===== config.mk =====
export PLATFORM = sky130hd
export DESIGN_NAME = lic_line_ctrl
export DESIGN_NICKNAME = d
export VERILOG_FILES = /design/src/include/lic_pkg.sv /design/src/hw/lic_sync.sv /design/src/hw/lic_line_ctrl.sv
export SDC_FILE = /design/constraint.sdc
export NUM_CORES = 1
export LEC_CHECK = 0
export BUFFER_PORTS_ARGS = -buffer_cell sky130_fd_sc_hd__clkbuf_2
export CAP_MARGIN = 5
export CELL_PAD_IN_SITES_DETAIL_PLACEMENT = 1
export CELL_PAD_IN_SITES_GLOBAL_PLACEMENT = 1
export CORE_UTILIZATION = 38
export DETAILED_ROUTE_END_ITERATION = 10
export PLACE_DENSITY_LB_ADDON = 0.12
export SKIP_LAST_GASP = 1
export SYNTH_ARGS = -nofsm -noshare
export SYNTH_HDL_FRONTEND = slang
export SYNTH_SLANG_ARGS = --single-unit

===== constraint.sdc =====
create_clock -name i_clk -period 2.4 [get_ports i_clk]
set_input_delay 0.12 -clock i_clk [delete_from_list [all_inputs] [get_ports i_clk]]
set_output_delay 0.12 -clock i_clk [all_outputs]
set_load 0.01 [all_outputs]

===== src/include/lic_pkg.sv =====
// shared constants for the line interface control block
package lic_pkg;
   // register offsets
   localparam logic [7:0] LIC_OFS_IMPEDANCE = 8'h02;
   localparam logic [7:0] LIC_OFS_TX_CFG_A = 8'h04;
   localparam logic [7:0] LIC_OFS_TX_CFG_B = 8'h05;
   localparam logic [7:0] LIC_OFS_RX_CFG_B = 8'h0a;
   localparam logic [7:0] LIC_OFS_RX_CFG_C = 8'h0b;
   localparam logic [7:0] LIC_OFS_IRQ_MASK = 8'h12;
   localparam logic [7:0] LIC_OFS_EDGE_SEL = 8'h15;
   localparam logic [7:0] LIC_OFS_STATUS_A = 8'h16;
   localparam logic [7:0] LIC_OFS_STATUS_B = 8'h17;
   localparam logic [7:0] LIC_OFS_IRQ_STAT_A = 8'h18;
   // field positions
   localparam int LIC_TX_TERM_LSB = 0;
   localparam int LIC_RX_TERM_LSB = 3;
   localparam int LIC_TERM_EXT_BIT = 2;
   localparam int LIC_TX_OFF_BIT = 4;
   localparam int LIC_DRV_HIZ_BIT = 5;
   localparam int LIC_LONG_HAUL_BIT = 5;
   localparam int LIC_EQ_ENABLE_BIT = 6;
   localparam int LIC_MON_GAIN_LSB = 0;
   localparam int LIC_OBS_WIN_LSB = 2;
   localparam int LIC_EQ_BIT = 7;
   localparam int LIC_LOSS_W = 5;
   // reset values
   localparam logic [7:0] LIC_RST_ZERO = 8'h00;
   localparam logic [7:0] LIC_RST_RX_CFG_C = 8'h08;
   // hardware-mode encodings
   localparam logic [1:0] LIC_TXFN_OFF = 2'h3;
   localparam logic [1:0] LIC_GAIN_26DB = 2'h2;
   localparam logic [1:0] LIC_GAIN_0DB = 2'h0;
   // observation periods in symbols
   localparam logic [8:0] LIC_OBS_32 = 9'h020;
   localparam logic [8:0] LIC_OBS_64 = 9'h040;
   localparam logic [8:0] LIC_OBS_128 = 9'h080;
   localparam logic [8:0] LIC_OBS_256 = 9'h100;
   // synchronised pin vector width
   localparam int LIC_SYNC_W = 19;
endpackage


===== src/hw/lic_sync.sv =====
// two-flop synchroniser for a vector of independent level inputs
`timescale 1ns/10ps
`default_nettype none
module lic_sync #(
   parameter int WIDTH = 1
) (
   // clock and reset
   input wire logic i_clk,
   input wire logic i_arst_n,
   // levels
   input wire logic [WIDTH-1:0] i_d,
   output logic [WIDTH-1:0] o_q
);
   logic [WIDTH-1:0] meta_r;

   // meta_r feeds only the second stage; each bit is an unrelated level
   always_ff @(posedge i_clk or negedge i_arst_n)
   begin
      if (!i_arst_n)
      begin
         meta_r <= '0;
         o_q <= '0;
      end
      else
      begin
         meta_r <= i_d;
         o_q <= meta_r;
      end
   end
endmodule
`default_nettype wire


===== src/hw/lic_line_ctrl.sv =====
// per-channel line interface control: termination, driver state, equaliser status
// Notes on behaviour
// - transmit field top bit 0 gives internal match, low bits pick impedance; 1 disables
// - receive field top bit 0 gives internal match at codes 0-3; 1 disables
// - hardware pin low: internal both; high: external, except T1/J1 transmit stays internal
// - global pin, or channel bit outside hardware mode, puts drivers high impedance; transmit logic runs on
// - drivers also float on master clock loss, on transmit clock loss unless remote loopback or mclk pattern, on power-down and after any reset
// - transmit power-down bit powers down transmit and floats the drivers
// - hardware transmit function pins at 11 power down the transmit path
// - hardware internal mode: four profile pins select the transmit setting
// - two-bit gain field selects 0, 22, 26 or 32 dB monitor boost
// - hardware gain pin low gives 0 dB, high gives 26 dB
// - equaliser runs while its enable bit is 1, or in hardware mode while the haul pin is high
// - range flag reads 1 while the equaliser is out of range
// - edge select 1: any range flag change sets the interrupt flag unless masked
// - edge select 0: only a rising range flag sets the interrupt flag
// - reading the interrupt flag clears it
// - two-bit window field picks 32 to 256 symbols; 128 after reset
// - five-bit read-only field reports cable loss in about 2 dB steps
// - hardware haul pin picks short or long haul receive per channel
`timescale 1ns/10ps
`default_nettype none
module lic_line_ctrl
   import lic_pkg::*;
(
   // clock and reset
   input wire logic i_clk,
   input wire logic i_arst_n,
   input wire logic i_soft_reset,
   // register port
   input wire logic [7:0] i_reg_addr,
   input wire logic i_reg_wr,
   input wire logic i_reg_rd,
   input wire logic [7:0] i_reg_wdata,
   output logic [7:0] o_reg_rdata,
   // same-clock context
   input wire logic i_t1_mode,
   input wire logic i_remote_loopback,
   input wire logic i_tx_pattern_mclk,
   // hardware control pins
   input wire logic i_hw_mode,
   input wire logic i_hw_impedance_pin,
   input wire logic [3:0] i_hw_line_profile_pins,
   input wire logic [1:0] i_hw_tx_function_pins,
   input wire logic i_hw_monitor_gain_pin,
   input wire logic i_hw_haul_select_pin,
   input wire logic i_driver_hiz_ctl,
   // clock monitors and analog status
   input wire logic i_mclk_lost,
   input wire logic i_tclk_lost,
   input wire logic i_equalizer_range_in,
   input wire logic [4:0] i_cable_loss_in,
   // line-side controls
   output logic o_tx_internal_match,
   output logic [3:0] o_tx_profile,
   output logic o_rx_internal_match,
   output logic [1:0] o_rx_impedance_code,
   output logic o_tx_hiz,
   output logic o_tx_power_down,
   output logic [1:0] o_monitor_gain_sel,
   output logic o_equalizer_enable,
   output logic o_long_haul,
   output logic [8:0] o_obs_period,
   output logic o_eq_irq
);
   ////////////////////////////////////////////////////////////////////////////
   // input synchronisers
   logic [LIC_SYNC_W-1:0] pins_s;
   logic hw_s;
   logic imp_pin_s;
   logic [3:0] prof_s;
   logic [1:0] txfn_s;
   logic gain_pin_s;
   logic haul_s;
   logic hiz_pin_s;
   logic mclk_lost_s;
   logic tclk_lost_s;
   logic range_s;
   logic [4:0] loss_s;

   lic_sync #(
      .WIDTH(LIC_SYNC_W)
   ) u_sync (
      .i_clk(i_clk),
      .i_arst_n(i_arst_n),
      .i_d({i_hw_mode, i_hw_impedance_pin, i_hw_line_profile_pins, i_hw_tx_function_pins,
            i_hw_monitor_gain_pin, i_hw_haul_select_pin, i_driver_hiz_ctl, i_mclk_lost,
            i_tclk_lost, i_equalizer_range_in, i_cable_loss_in}),
      .o_q(pins_s)
   );

   assign {hw_s, imp_pin_s, prof_s, txfn_s, gain_pin_s, haul_s, hiz_pin_s, mclk_lost_s,
           tclk_lost_s, range_s, loss_s} = pins_s;

   ////////////////////////////////////////////////////////////////////////////
   // functions
   function automatic logic [3:0] term_to_profile(input logic [1:0] code);
      unique case (code)
         2'h0: term_to_profile = 4'h0;
         2'h1: term_to_profile = 4'h1;
         2'h2: term_to_profile = 4'h2;
         2'h3: term_to_profile = 4'h7;
      endcase
   endfunction

   function automatic logic [8:0] window_to_period(input logic [1:0] sel);
      unique case (sel)
         2'h0: window_to_period = LIC_OBS_32;
         2'h1: window_to_period = LIC_OBS_64;
         2'h2: window_to_period = LIC_OBS_128;
         2'h3: window_to_period = LIC_OBS_256;
      endcase
   endfunction

   ////////////////////////////////////////////////////////////////////////////
   // configuration registers
   logic [7:0] imp_r;
   logic [7:0] tx_cfg_a_r;
   logic [7:0] tx_cfg_b_r;
   logic [7:0] rx_cfg_b_r;
   logic [7:0] rx_cfg_c_r;
   logic [7:0] edge_sel_r;
   logic [7:0] irq_mask_r;
   logic reset_hiz_r;
   logic wr_tx_cfg_b;

   assign wr_tx_cfg_b = i_reg_wr && (i_reg_addr == LIC_OFS_TX_CFG_B);

   always_ff @(posedge i_clk or negedge i_arst_n)
   begin
      if (!i_arst_n)
      begin
         imp_r <= LIC_RST_ZERO;
         tx_cfg_a_r <= LIC_RST_ZERO;
         tx_cfg_b_r <= LIC_RST_ZERO;
         rx_cfg_b_r <= LIC_RST_ZERO;
         rx_cfg_c_r <= LIC_RST_RX_CFG_C;
         edge_sel_r <= LIC_RST_ZERO;
         irq_mask_r <= LIC_RST_ZERO;
      end
      else if (i_soft_reset)
      begin
         imp_r <= LIC_RST_ZERO;
         tx_cfg_a_r <= LIC_RST_ZERO;
         tx_cfg_b_r <= LIC_RST_ZERO;
         rx_cfg_b_r <= LIC_RST_ZERO;
         rx_cfg_c_r <= LIC_RST_RX_CFG_C;
         edge_sel_r <= LIC_RST_ZERO;
         irq_mask_r <= LIC_RST_ZERO;
      end
      else if (i_reg_wr)
      begin
         unique case (i_reg_addr)
            LIC_OFS_IMPEDANCE: imp_r <= i_reg_wdata;
            LIC_OFS_TX_CFG_A: tx_cfg_a_r <= i_reg_wdata;
            LIC_OFS_TX_CFG_B: tx_cfg_b_r <= i_reg_wdata;
            LIC_OFS_RX_CFG_B: rx_cfg_b_r <= i_reg_wdata;
            LIC_OFS_RX_CFG_C: rx_cfg_c_r <= i_reg_wdata;
            LIC_OFS_EDGE_SEL: edge_sel_r <= i_reg_wdata;
            LIC_OFS_IRQ_MASK: irq_mask_r <= i_reg_wdata;
            default: ;
         endcase
      end
   end

   // drivers stay floating after any reset until software touches the driver
   // register, or until the channel runs under pin control
   always_ff @(posedge i_clk or negedge i_arst_n)
   begin
      if (!i_arst_n)
         reset_hiz_r <= 1'b1;
      else if (i_soft_reset)
         reset_hiz_r <= 1'b1;
      else if (wr_tx_cfg_b || hw_s)
         reset_hiz_r <= 1'b0;
   end

   ////////////////////////////////////////////////////////////////////////////
   // equaliser status and interrupt flag
   logic range_d_r;
   logic equalizer_irq_flag_r;
   logic eq_set;
   logic eq_clr;

   always_ff @(posedge i_clk or negedge i_arst_n)
   begin
      if (!i_arst_n)
         range_d_r <= 1'b0;
      else
         range_d_r <= range_s;
   end

   always_comb
   begin
      if (edge_sel_r[LIC_EQ_BIT])
         eq_set = range_s ^ range_d_r;
      else
         eq_set = range_s & ~range_d_r;
      eq_set = eq_set & ~irq_mask_r[LIC_EQ_BIT];
   end

   assign eq_clr = i_reg_rd && (i_reg_addr == LIC_OFS_IRQ_STAT_A);

   // a set in the reading cycle survives so the event is seen on the next read
   always_ff @(posedge i_clk or negedge i_arst_n)
   begin
      if (!i_arst_n)
         equalizer_irq_flag_r <= 1'b0;
      else if (i_soft_reset)
         equalizer_irq_flag_r <= 1'b0;
      else if (eq_set)
         equalizer_irq_flag_r <= 1'b1;
      else if (eq_clr)
         equalizer_irq_flag_r <= 1'b0;
   end

   ////////////////////////////////////////////////////////////////////////////
   // read data, one cycle after the read strobe
   logic [7:0] rdata_nxt;

   always_comb
   begin
      rdata_nxt = 8'h00;
      unique case (i_reg_addr)
         LIC_OFS_IMPEDANCE: rdata_nxt = imp_r;
         LIC_OFS_TX_CFG_A: rdata_nxt = tx_cfg_a_r;
         LIC_OFS_TX_CFG_B: rdata_nxt = tx_cfg_b_r;
         LIC_OFS_RX_CFG_B: rdata_nxt = rx_cfg_b_r;
         LIC_OFS_RX_CFG_C: rdata_nxt = rx_cfg_c_r;
         LIC_OFS_EDGE_SEL: rdata_nxt = edge_sel_r;
         LIC_OFS_IRQ_MASK: rdata_nxt = irq_mask_r;
         LIC_OFS_STATUS_A: rdata_nxt[LIC_EQ_BIT] = range_s;
         LIC_OFS_STATUS_B: rdata_nxt[LIC_LOSS_W-1:0] = loss_s;
         LIC_OFS_IRQ_STAT_A: rdata_nxt[LIC_EQ_BIT] = equalizer_irq_flag_r;
         default: rdata_nxt = 8'h00;
      endcase
   end

   always_ff @(posedge i_clk or negedge i_arst_n)
   begin
      if (!i_arst_n)
         o_reg_rdata <= 8'h00;
      else if (i_reg_rd)
         o_reg_rdata <= rdata_nxt;
   end

   ////////////////////////////////////////////////////////////////////////////
   // line-side control decode
   logic [2:0] tx_term;
   logic [2:0] rx_term;
   logic tx_int_nxt;
   logic rx_int_nxt;
   logic [3:0] prof_nxt;
   logic [1:0] rx_code_nxt;
   logic pd_nxt;
   logic hiz_nxt;
   logic [1:0] gain_nxt;
   logic eq_en_nxt;
   logic haul_nxt;

   assign tx_term = imp_r[LIC_TX_TERM_LSB +: 3];
   assign rx_term = imp_r[LIC_RX_TERM_LSB +: 3];

   // external transmit match under T1/J1 is guarded only under pin control; in register mode software owns it
   always_comb
   begin
      if (hw_s)
      begin
         rx_int_nxt = ~imp_pin_s;
         tx_int_nxt = ~imp_pin_s | i_t1_mode;
         prof_nxt = prof_s;
         rx_code_nxt = 2'h0;
         pd_nxt = (txfn_s == LIC_TXFN_OFF);
         gain_nxt = gain_pin_s ? LIC_GAIN_26DB : LIC_GAIN_0DB;
         haul_nxt = haul_s;
         eq_en_nxt = haul_s;
      end
      else
      begin
         tx_int_nxt = ~tx_term[LIC_TERM_EXT_BIT];
         prof_nxt = term_to_profile(tx_term[1:0]);
         rx_int_nxt = ~rx_term[LIC_TERM_EXT_BIT];
         rx_code_nxt = rx_term[1:0];
         pd_nxt = tx_cfg_a_r[LIC_TX_OFF_BIT];
         gain_nxt = rx_cfg_c_r[LIC_MON_GAIN_LSB +: 2];
         haul_nxt = rx_cfg_b_r[LIC_LONG_HAUL_BIT];
         eq_en_nxt = rx_cfg_b_r[LIC_EQ_ENABLE_BIT];
      end
      // the driver bit floats the pins only; transmit logic is left running
      hiz_nxt = hiz_pin_s | (~hw_s & tx_cfg_b_r[LIC_DRV_HIZ_BIT]);
      hiz_nxt = hiz_nxt | pd_nxt | reset_hiz_r | mclk_lost_s;
      hiz_nxt = hiz_nxt | (tclk_lost_s & ~(i_remote_loopback | i_tx_pattern_mclk));
   end

   always_ff @(posedge i_clk or negedge i_arst_n)
   begin
      if (!i_arst_n)
      begin
         o_tx_internal_match <= 1'b1;
         o_tx_profile <= 4'h0;
         o_rx_internal_match <= 1'b1;
         o_rx_impedance_code <= 2'h0;
         o_tx_power_down <= 1'b0;
         o_tx_hiz <= 1'b1;
         o_monitor_gain_sel <= LIC_GAIN_0DB;
         o_equalizer_enable <= 1'b0;
         o_long_haul <= 1'b0;
         o_obs_period <= LIC_OBS_128;
         o_eq_irq <= 1'b0;
      end
      else
      begin
         o_tx_internal_match <= tx_int_nxt;
         o_tx_profile <= prof_nxt;
         o_rx_internal_match <= rx_int_nxt;
         o_rx_impedance_code <= rx_code_nxt;
         o_tx_power_down <= pd_nxt;
         o_tx_hiz <= hiz_nxt;
         o_monitor_gain_sel <= gain_nxt;
         o_equalizer_enable <= eq_en_nxt;
         o_long_haul <= haul_nxt;
         o_obs_period <= window_to_period(rx_cfg_c_r[LIC_OBS_WIN_LSB +: 2]);
         o_eq_irq <= equalizer_irq_flag_r;
      end
   end
endmodule
`default_nettype wire


==> Yosys cells after proc, flatten, opt, wreduce, memory -nomap -nowiden <==
Index checks and enable logic that the tools add are counted.
{ "word_totals": {"register_bits": 129, "wordCells": 123} }
{ "op_classes": {"eq_ne": 17, "muxes": 41, "bitwise_logic": 19, "n_reduce_logical": 22} }
{ "op_table": {"columns": ["op", "n"], "rows": [
  ["two-way mux 8 bit", 21],
  ["equality test 8 x 5 -> 1 bit (second input constant)", 5],
  ["one-hot mux 5 bit (8 select lines)", 1],
  ["one-hot mux 9 bit (4 select lines)", 1],
  ["nonzero test 2 bit", 9],
  ["equality test 8 x 3 -> 1 bit (second input constant)", 2],
  ["equality test 8 x 4 -> 1 bit (second input constant)", 2],
  ["one-hot mux 4 bit (4 select lines)", 1],
  ["one-hot mux 2 bit (7 select lines)", 1],
  ["AND reduction 2 bit", 7],
  ["two-way mux 1 bit", 11],
  ["equality test 2 bit (second input constant)", 5],
  ["one-hot mux 1 bit (9 select lines)", 1],
  ["equality test 8 x 2 -> 1 bit (second input constant)", 1],
  ["inverter 1 bit", 7],
  ["bitwise OR 1 bit", 7],
  ["two-way mux 2 bit", 3],
  ["bitwise AND 1 bit", 4],
  ["equality test 2 x 1 -> 1 bit (second input constant)", 2],
  ["zero test 2 bit", 2],
  ["two-way mux 4 bit", 1],
  ["nonzero test 3 bit", 1],
  ["logical AND 1 bit", 2],
  ["logical OR 1 bit", 1],
  ["XOR 1 bit", 1]
]} }

==> Longest topological paths before layout <==
{ "logic_depth": {"ltp_word": 7, "depth_mapped": 7, "ltp_nobuf": 5} }

==> Cells and area by module <==
Synthesis repeated with hierarchy kept, for this count alone.
{ "unflattened": {"hier_cells": 443, "hier_area_um2": 5148.7} }
{ "by_module_without_submodules": {"columns": ["module", "n_inst", "cells_each", "area_each_um2", "seq_area_each_um2"], "rows": [
  ["lic_line_ctrl", 1, 405, 4197.8, 2159.6],
  ["lic_sync", 1, 38, 950.9, 950.9]
]} }

==> Worst setup path before layout <==
OpenSTA, ideal clock, no wires.
{ "synth_path": {"kind": "input-to-reg", "from": "in i_reg_addr[4]", "to": "reg tx_cfg_a_r[0]", "setup_time_ps": 132, "arrival_ps": 1316, "required_time_ps": 2268, "path_slack_ps": 952, "cell_stages": 7, "cell_sequence": "buf_2 -> nor4_4 -> and2_2 -> buf_4 -> nand2_2 -> mux2i_1 -> nor2_1"} }
{ "synth_via": {"elab_chain_len": 3} }
{ "synth_lines": {"columns": ["item", "line_no", "rtl"], "rows": [
  ["from (decl)", "lic_line_ctrl.sv:31", "input wire logic [7:0] i_reg_addr,"],
  ["equality test 8 x 3 -> 1 bit", "lic_line_ctrl.sv:153", "unique case (i_reg_addr)"],
  ["nonzero test 2 bit (no line)", null, null],
  ["AND reduction 2 bit (no line)", null, null],
  ["to (signal assigned)", "lic_line_ctrl.sv:155", "LIC_OFS_TX_CFG_A: tx_cfg_a_r <= i_reg_wdata;"],
  ["to (decl)", "lic_line_ctrl.sv:118", "logic [7:0] tx_cfg_a_r;"]
]} }
Every way passes these cells.
A chain may end at the register's enable or synchronous reset.

==> Final worst setup path <==
{ "layout_path": {"from": "in i_reg_addr[2]", "to": "reg irq_mask_r[4]"} }
{ "layout_via": {"elab_chain_len": 3} }
{ "layout_lines": {"columns": ["item", "line_no", "rtl"], "rows": [
  ["equality test 8 x 5 -> 1 bit", "lic_line_ctrl.sv:153", null],
  ["nonzero test 2 bit (no line)", null, null],
  ["AND reduction 2 bit (no line)", null, null],
  ["to (signal assigned)", "lic_line_ctrl.sv:160", "LIC_OFS_IRQ_MASK: irq_mask_r <= i_reg_wdata;"],
  ["to (decl)", "lic_line_ctrl.sv:123", "logic [7:0] irq_mask_r;"]
]} }
Every way passes these cells.

==> summary.txt <==
=====================================================================================
Final Setup Violations                                                              0
Signed area change from the synthesized netlist to the final layout             25.6%
Mean instance size in the synthesized netlist                              11.5 sq um
Count of routing violations after the opening detailed-route iteration            244
Drt wl/cell                                                                   19.9 um
Worst setup EP type                                                         flip-flop
Psw                                                                           1170 uW
Number of antenna cells inserted                                                    0
Total Routed Length                                                          14500 um
Number of flops mapped to enable cells by yosys                                     0
Horizontal die dimension                                                       119 um
CTS clk-pin slew, worst paths                                                 0.06 ns
Total global routing track utilization                                          22.7%
Endpoint required time on the critical path                                   2.67 ns
Pins over their slew limit                                                          0
End-of-flow core utilization                                                    49.0%
Starting utilization of the core area                                           39.0%
Crit Path Max Fanout                                                               18
Cell-internal power                                                           3810 uW
Clock latency at the later pin of the worst-skew pair                         0.42 ns
Synthesized cell area                                                      5170 sq um
Yosys warnings                                                                      0
Sw Share                                                                        23.4%
Flip-flop cell with the highest count after synthesis                    sky130_fd_sc_hd__dfrtp_1
Instance count of the mapped netlist                                              448
Cell count after placement                                                        676
Buffers inserted by post-CTS timing repair                                          0
Clock tree root driver cell                                              sky130_fd_sc_hd__clkbuf_16
Die ar.                                                                   14100 sq um
Layout net count                                                                  584
Average via count per standard cell                                              5.16
Placer congestion estimate                                                      0.889
Detail Route Antenna Nets                                                           0
Total of cells resized after clock tree synthesis                                   0
Max Cap Violations                                                                  0
Top-level port count                                                               75
Leading cell types in the layout, fill and taps excluded                 sky130_fd_sc_hd__dfrtp_1, sky130_fd_sc_hd__clkbuf_2, sky130_fd_sc_hd__nor2_1, sky130_fd_sc_hd__mux2i_1, sky130_fd_sc_hd__nand2_1
Share of layout cells above drive strength 1                                    24.2%
Antenna violations before repair                                                    0
Leak Pwr                                                                   0.00303 uW
Total power divided by cell area                                          766 nW/um^2
Power share of the clock group                                                  50.7%
Global-route congestion overflow total                                              0
Wire length of the first global-routing pass                                 23300 um
Sequential share of the synthesized area                                        60.2%
Worst slack at placement                                                     0.414 ns
Final Instance Count excl. Fillers                                                729
Vias                                                                             3765
Number of clock sinks                                                             124
Most frequent standard cell in the layout excluding fill and tap cells   sky130_fd_sc_hd__dfrtp_1
Placement Rows                                                                     42
Post-route fraction of the period consumed by the critical path                 65.8%
Post-layout min period                                                        1.58 ns
Buffers on Ports                                                                   69
Total clock buffers created by CTS                                                 17
Crit start category                                                        input port
Post-route setup slack                                                       0.821 ns
Gate power share                                                                 5.8%
Class of the most critical hold timing path                                    in2reg
VDD IR max                                                                     745 uV
Maximum root-to-sink buffer count                                                   2
Clock tree from TritonCTS                                                        done
Unrepaired setup endpoints after global routing                                 false
Post-synth cell types                                                              60
Half-perimeter wire length after placement                                    9770 um
Post-DP Area                                                               5700 sq um
Portion of total power attributed to sequential cells                           43.4%
Maximum clock rate                                                            633 MHz
H-tree depth reported by CTS                                                        4
Worst slew slack as a fraction of its limit                                     49.6%
Worst Setup Path Type                                                          in2reg
Final hold violation count                                                          0
Placeable core area                                                       13200 sq um
Vias in the first global route                                                   4076
Number of optimization iterations in the first detailed-route pass                  5
Share of flip-flops with an asynchronous set or reset after synthesis            100%
Sum of negative setup slack                                                      0 ns
Maximum number of pins on one net before global-route repair                       55
Die height                                                                     119 um
Result of the run                                                        finished clean
Final worst clock skew                                                     0.00811 ns
Final non-filler cell area                                                 6490 sq um
Yosys reg bits                                                                    124
CTS Hold Bufs                                                                      21
# DRC                                                                               0
Slew of the pin with the lowest slew margin                                  0.756 ns
Critical path arrival                                                         1.85 ns
=====================================================================================
-- power groups by stage --
| stage | sequential, uW | clock (uW) | combinational, uW |
|---|---|---|---|
| final | 2160 | 2520 | 289 |
| after global routing | 2160 | 2690 | 319 |
| after CTS | 2160 | 2580 | 293 |
| after detailed placement | 2200 | 0 | 265 |
| after global placement | 2200 | 0 | 262 |
| after floorplan | 2190 | 0 | 113 |
-- kinds of logic (layout without fill, tap and decap cells) --
logic type	count (synthesis)	in the layout	share of synthesized area [%]
AO/OA/AOI/OAI	79	79	10.6
adder cells (fa/ha/maj)	1	1	0.242
buffers and inverters	48	149	4.43
flip-flops	124	124	60.2
multiplexers	50	50	9.80
other	1	5	0.0725
AND/OR/NAND/NOR	145	145	14.7
-- stage by stage --
step           hold slack (ns)  total power (uW)
2_1_floorplan           -0.176              2310
3_3_place_gp            0.0127              2460
3_5_place_dp            0.0144              2460
4_1_cts                 0.0256              5040
5_1_grt                 0.0529              5170
6_report                0.0436              4970
-- cells in the mapped netlist (2+ instances only) --
library cell	instances	area, sq um
sky130_fd_sc_hd__nor2b_1	10	62.6
sky130_fd_sc_hd__and2_1	3	18.8
sky130_fd_sc_hd__nand2_2	2	12.5
sky130_fd_sc_hd__a21oi_1	23	115
sky130_fd_sc_hd__nor3_1	2	10.0
sky130_fd_sc_hd__a221oi_1	3	26.3
sky130_fd_sc_hd__nor3b_1	2	15.0
sky130_fd_sc_hd__a32o_1	3	30.0
sky130_fd_sc_hd__dfrtp_1	118	2950
sky130_fd_sc_hd__inv_1	15	56.3
sky130_fd_sc_hd__dfstp_2	6	158
sky130_fd_sc_hd__nand3_1	20	100
sky130_fd_sc_hd__a211o_1	3	26.3
sky130_fd_sc_hd__nand2b_1	4	25.0
sky130_fd_sc_hd__a22o_1	3	26.3
sky130_fd_sc_hd__nor2_1	54	203
sky130_fd_sc_hd__a32oi_1	3	26.3
sky130_fd_sc_hd__nand2_1	27	101
sky130_fd_sc_hd__buf_4	9	67.6
sky130_fd_sc_hd__clkbuf_1	12	45.0
sky130_fd_sc_hd__buf_2	12	60.1
sky130_fd_sc_hd__mux2_2	5	56.3
sky130_fd_sc_hd__o21ai_0	10	50.1
sky130_fd_sc_hd__and4_1	3	26.3
sky130_fd_sc_hd__mux2i_1	45	450
sky130_fd_sc_hd__o22ai_1	9	56.3
sky130_fd_sc_hd__a31o_2	2	17.5
sky130_fd_sc_hd__and3b_1	2	17.5
sky130_fd_sc_hd__a22oi_1	6	45.0
sky130_fd_sc_hd__and3_1	2	12.5
-- metal layers --
metal	vias up	track usage, %	share of wire [%]
li1	1744	-	-
met1	1922	29.8	46
met2	83	35.9	48
met3	16	5.98	4.3
met4	0	8.70	1.8
met5	-	0	0
-- sequential cells by signal (all words and copies together), names as in the netlist, 8 cells and up --
signal,cells
u_sync.meta_r,19
tx_cfg_a_r,8
imp_r,8
rx_cfg_b_r,8
u_sync.o_q,19
irq_mask_r,8
edge_sel_r,8
o_reg_rdata,8
tx_cfg_b_r,8
rx_cfg_c_r,8
-- worst max-delay path: stages --
cell and delay, ns:
sky130_fd_sc_hd__clkbuf_2 0.25, sky130_fd_sc_hd__or3b_4 0.50, sky130_fd_sc_hd__nor2_4 0.11, sky130_fd_sc_hd__and4_1 0.55, sky130_fd_sc_hd__mux2i_1 0.25, sky130_fd_sc_hd__nor2_1 0.06
-- final cells by class --
cell class / instances / area (sq um)
repair buffers: 102 / 673
flip-flops and latches: 124 / 3110
multi-input cells: 280 / 1850
clock buffers: 20 / 447
well taps: 176 / 220
clock inverters: 12 / 140
fillers: 1414 / 6750
inverters: 15 / 56.3
-- path summary, 6_finish.rpt --
path                       cells past startpoint                    endpoint  slack (ns)                         from
min in group asynchronous                      2          o_eq_irq$_DFF_PN0_        0.12                     i_arst_n
min reg2reg                                    0    u_sync.o_q[13]$_DFF_PN0_        0.35  u_sync.meta_r[13]$_DFF_PN0_
min                                            2  o_reg_rdata[1]$_DFFE_PN0P_        0.04                     i_reg_rd
max                                            6   irq_mask_r[4]$_DFFE_PN0P_        0.82                i_reg_addr[2]
max reg2reg                                    5  o_reg_rdata[6]$_DFFE_PN0P_        0.88    rx_cfg_b_r[6]$_DFFE_PN0P_
max in group asynchronous                      3          o_tx_hiz$_DFF_PN1_        1.60                     i_arst_n
Power figures use the tool's default switching activity.
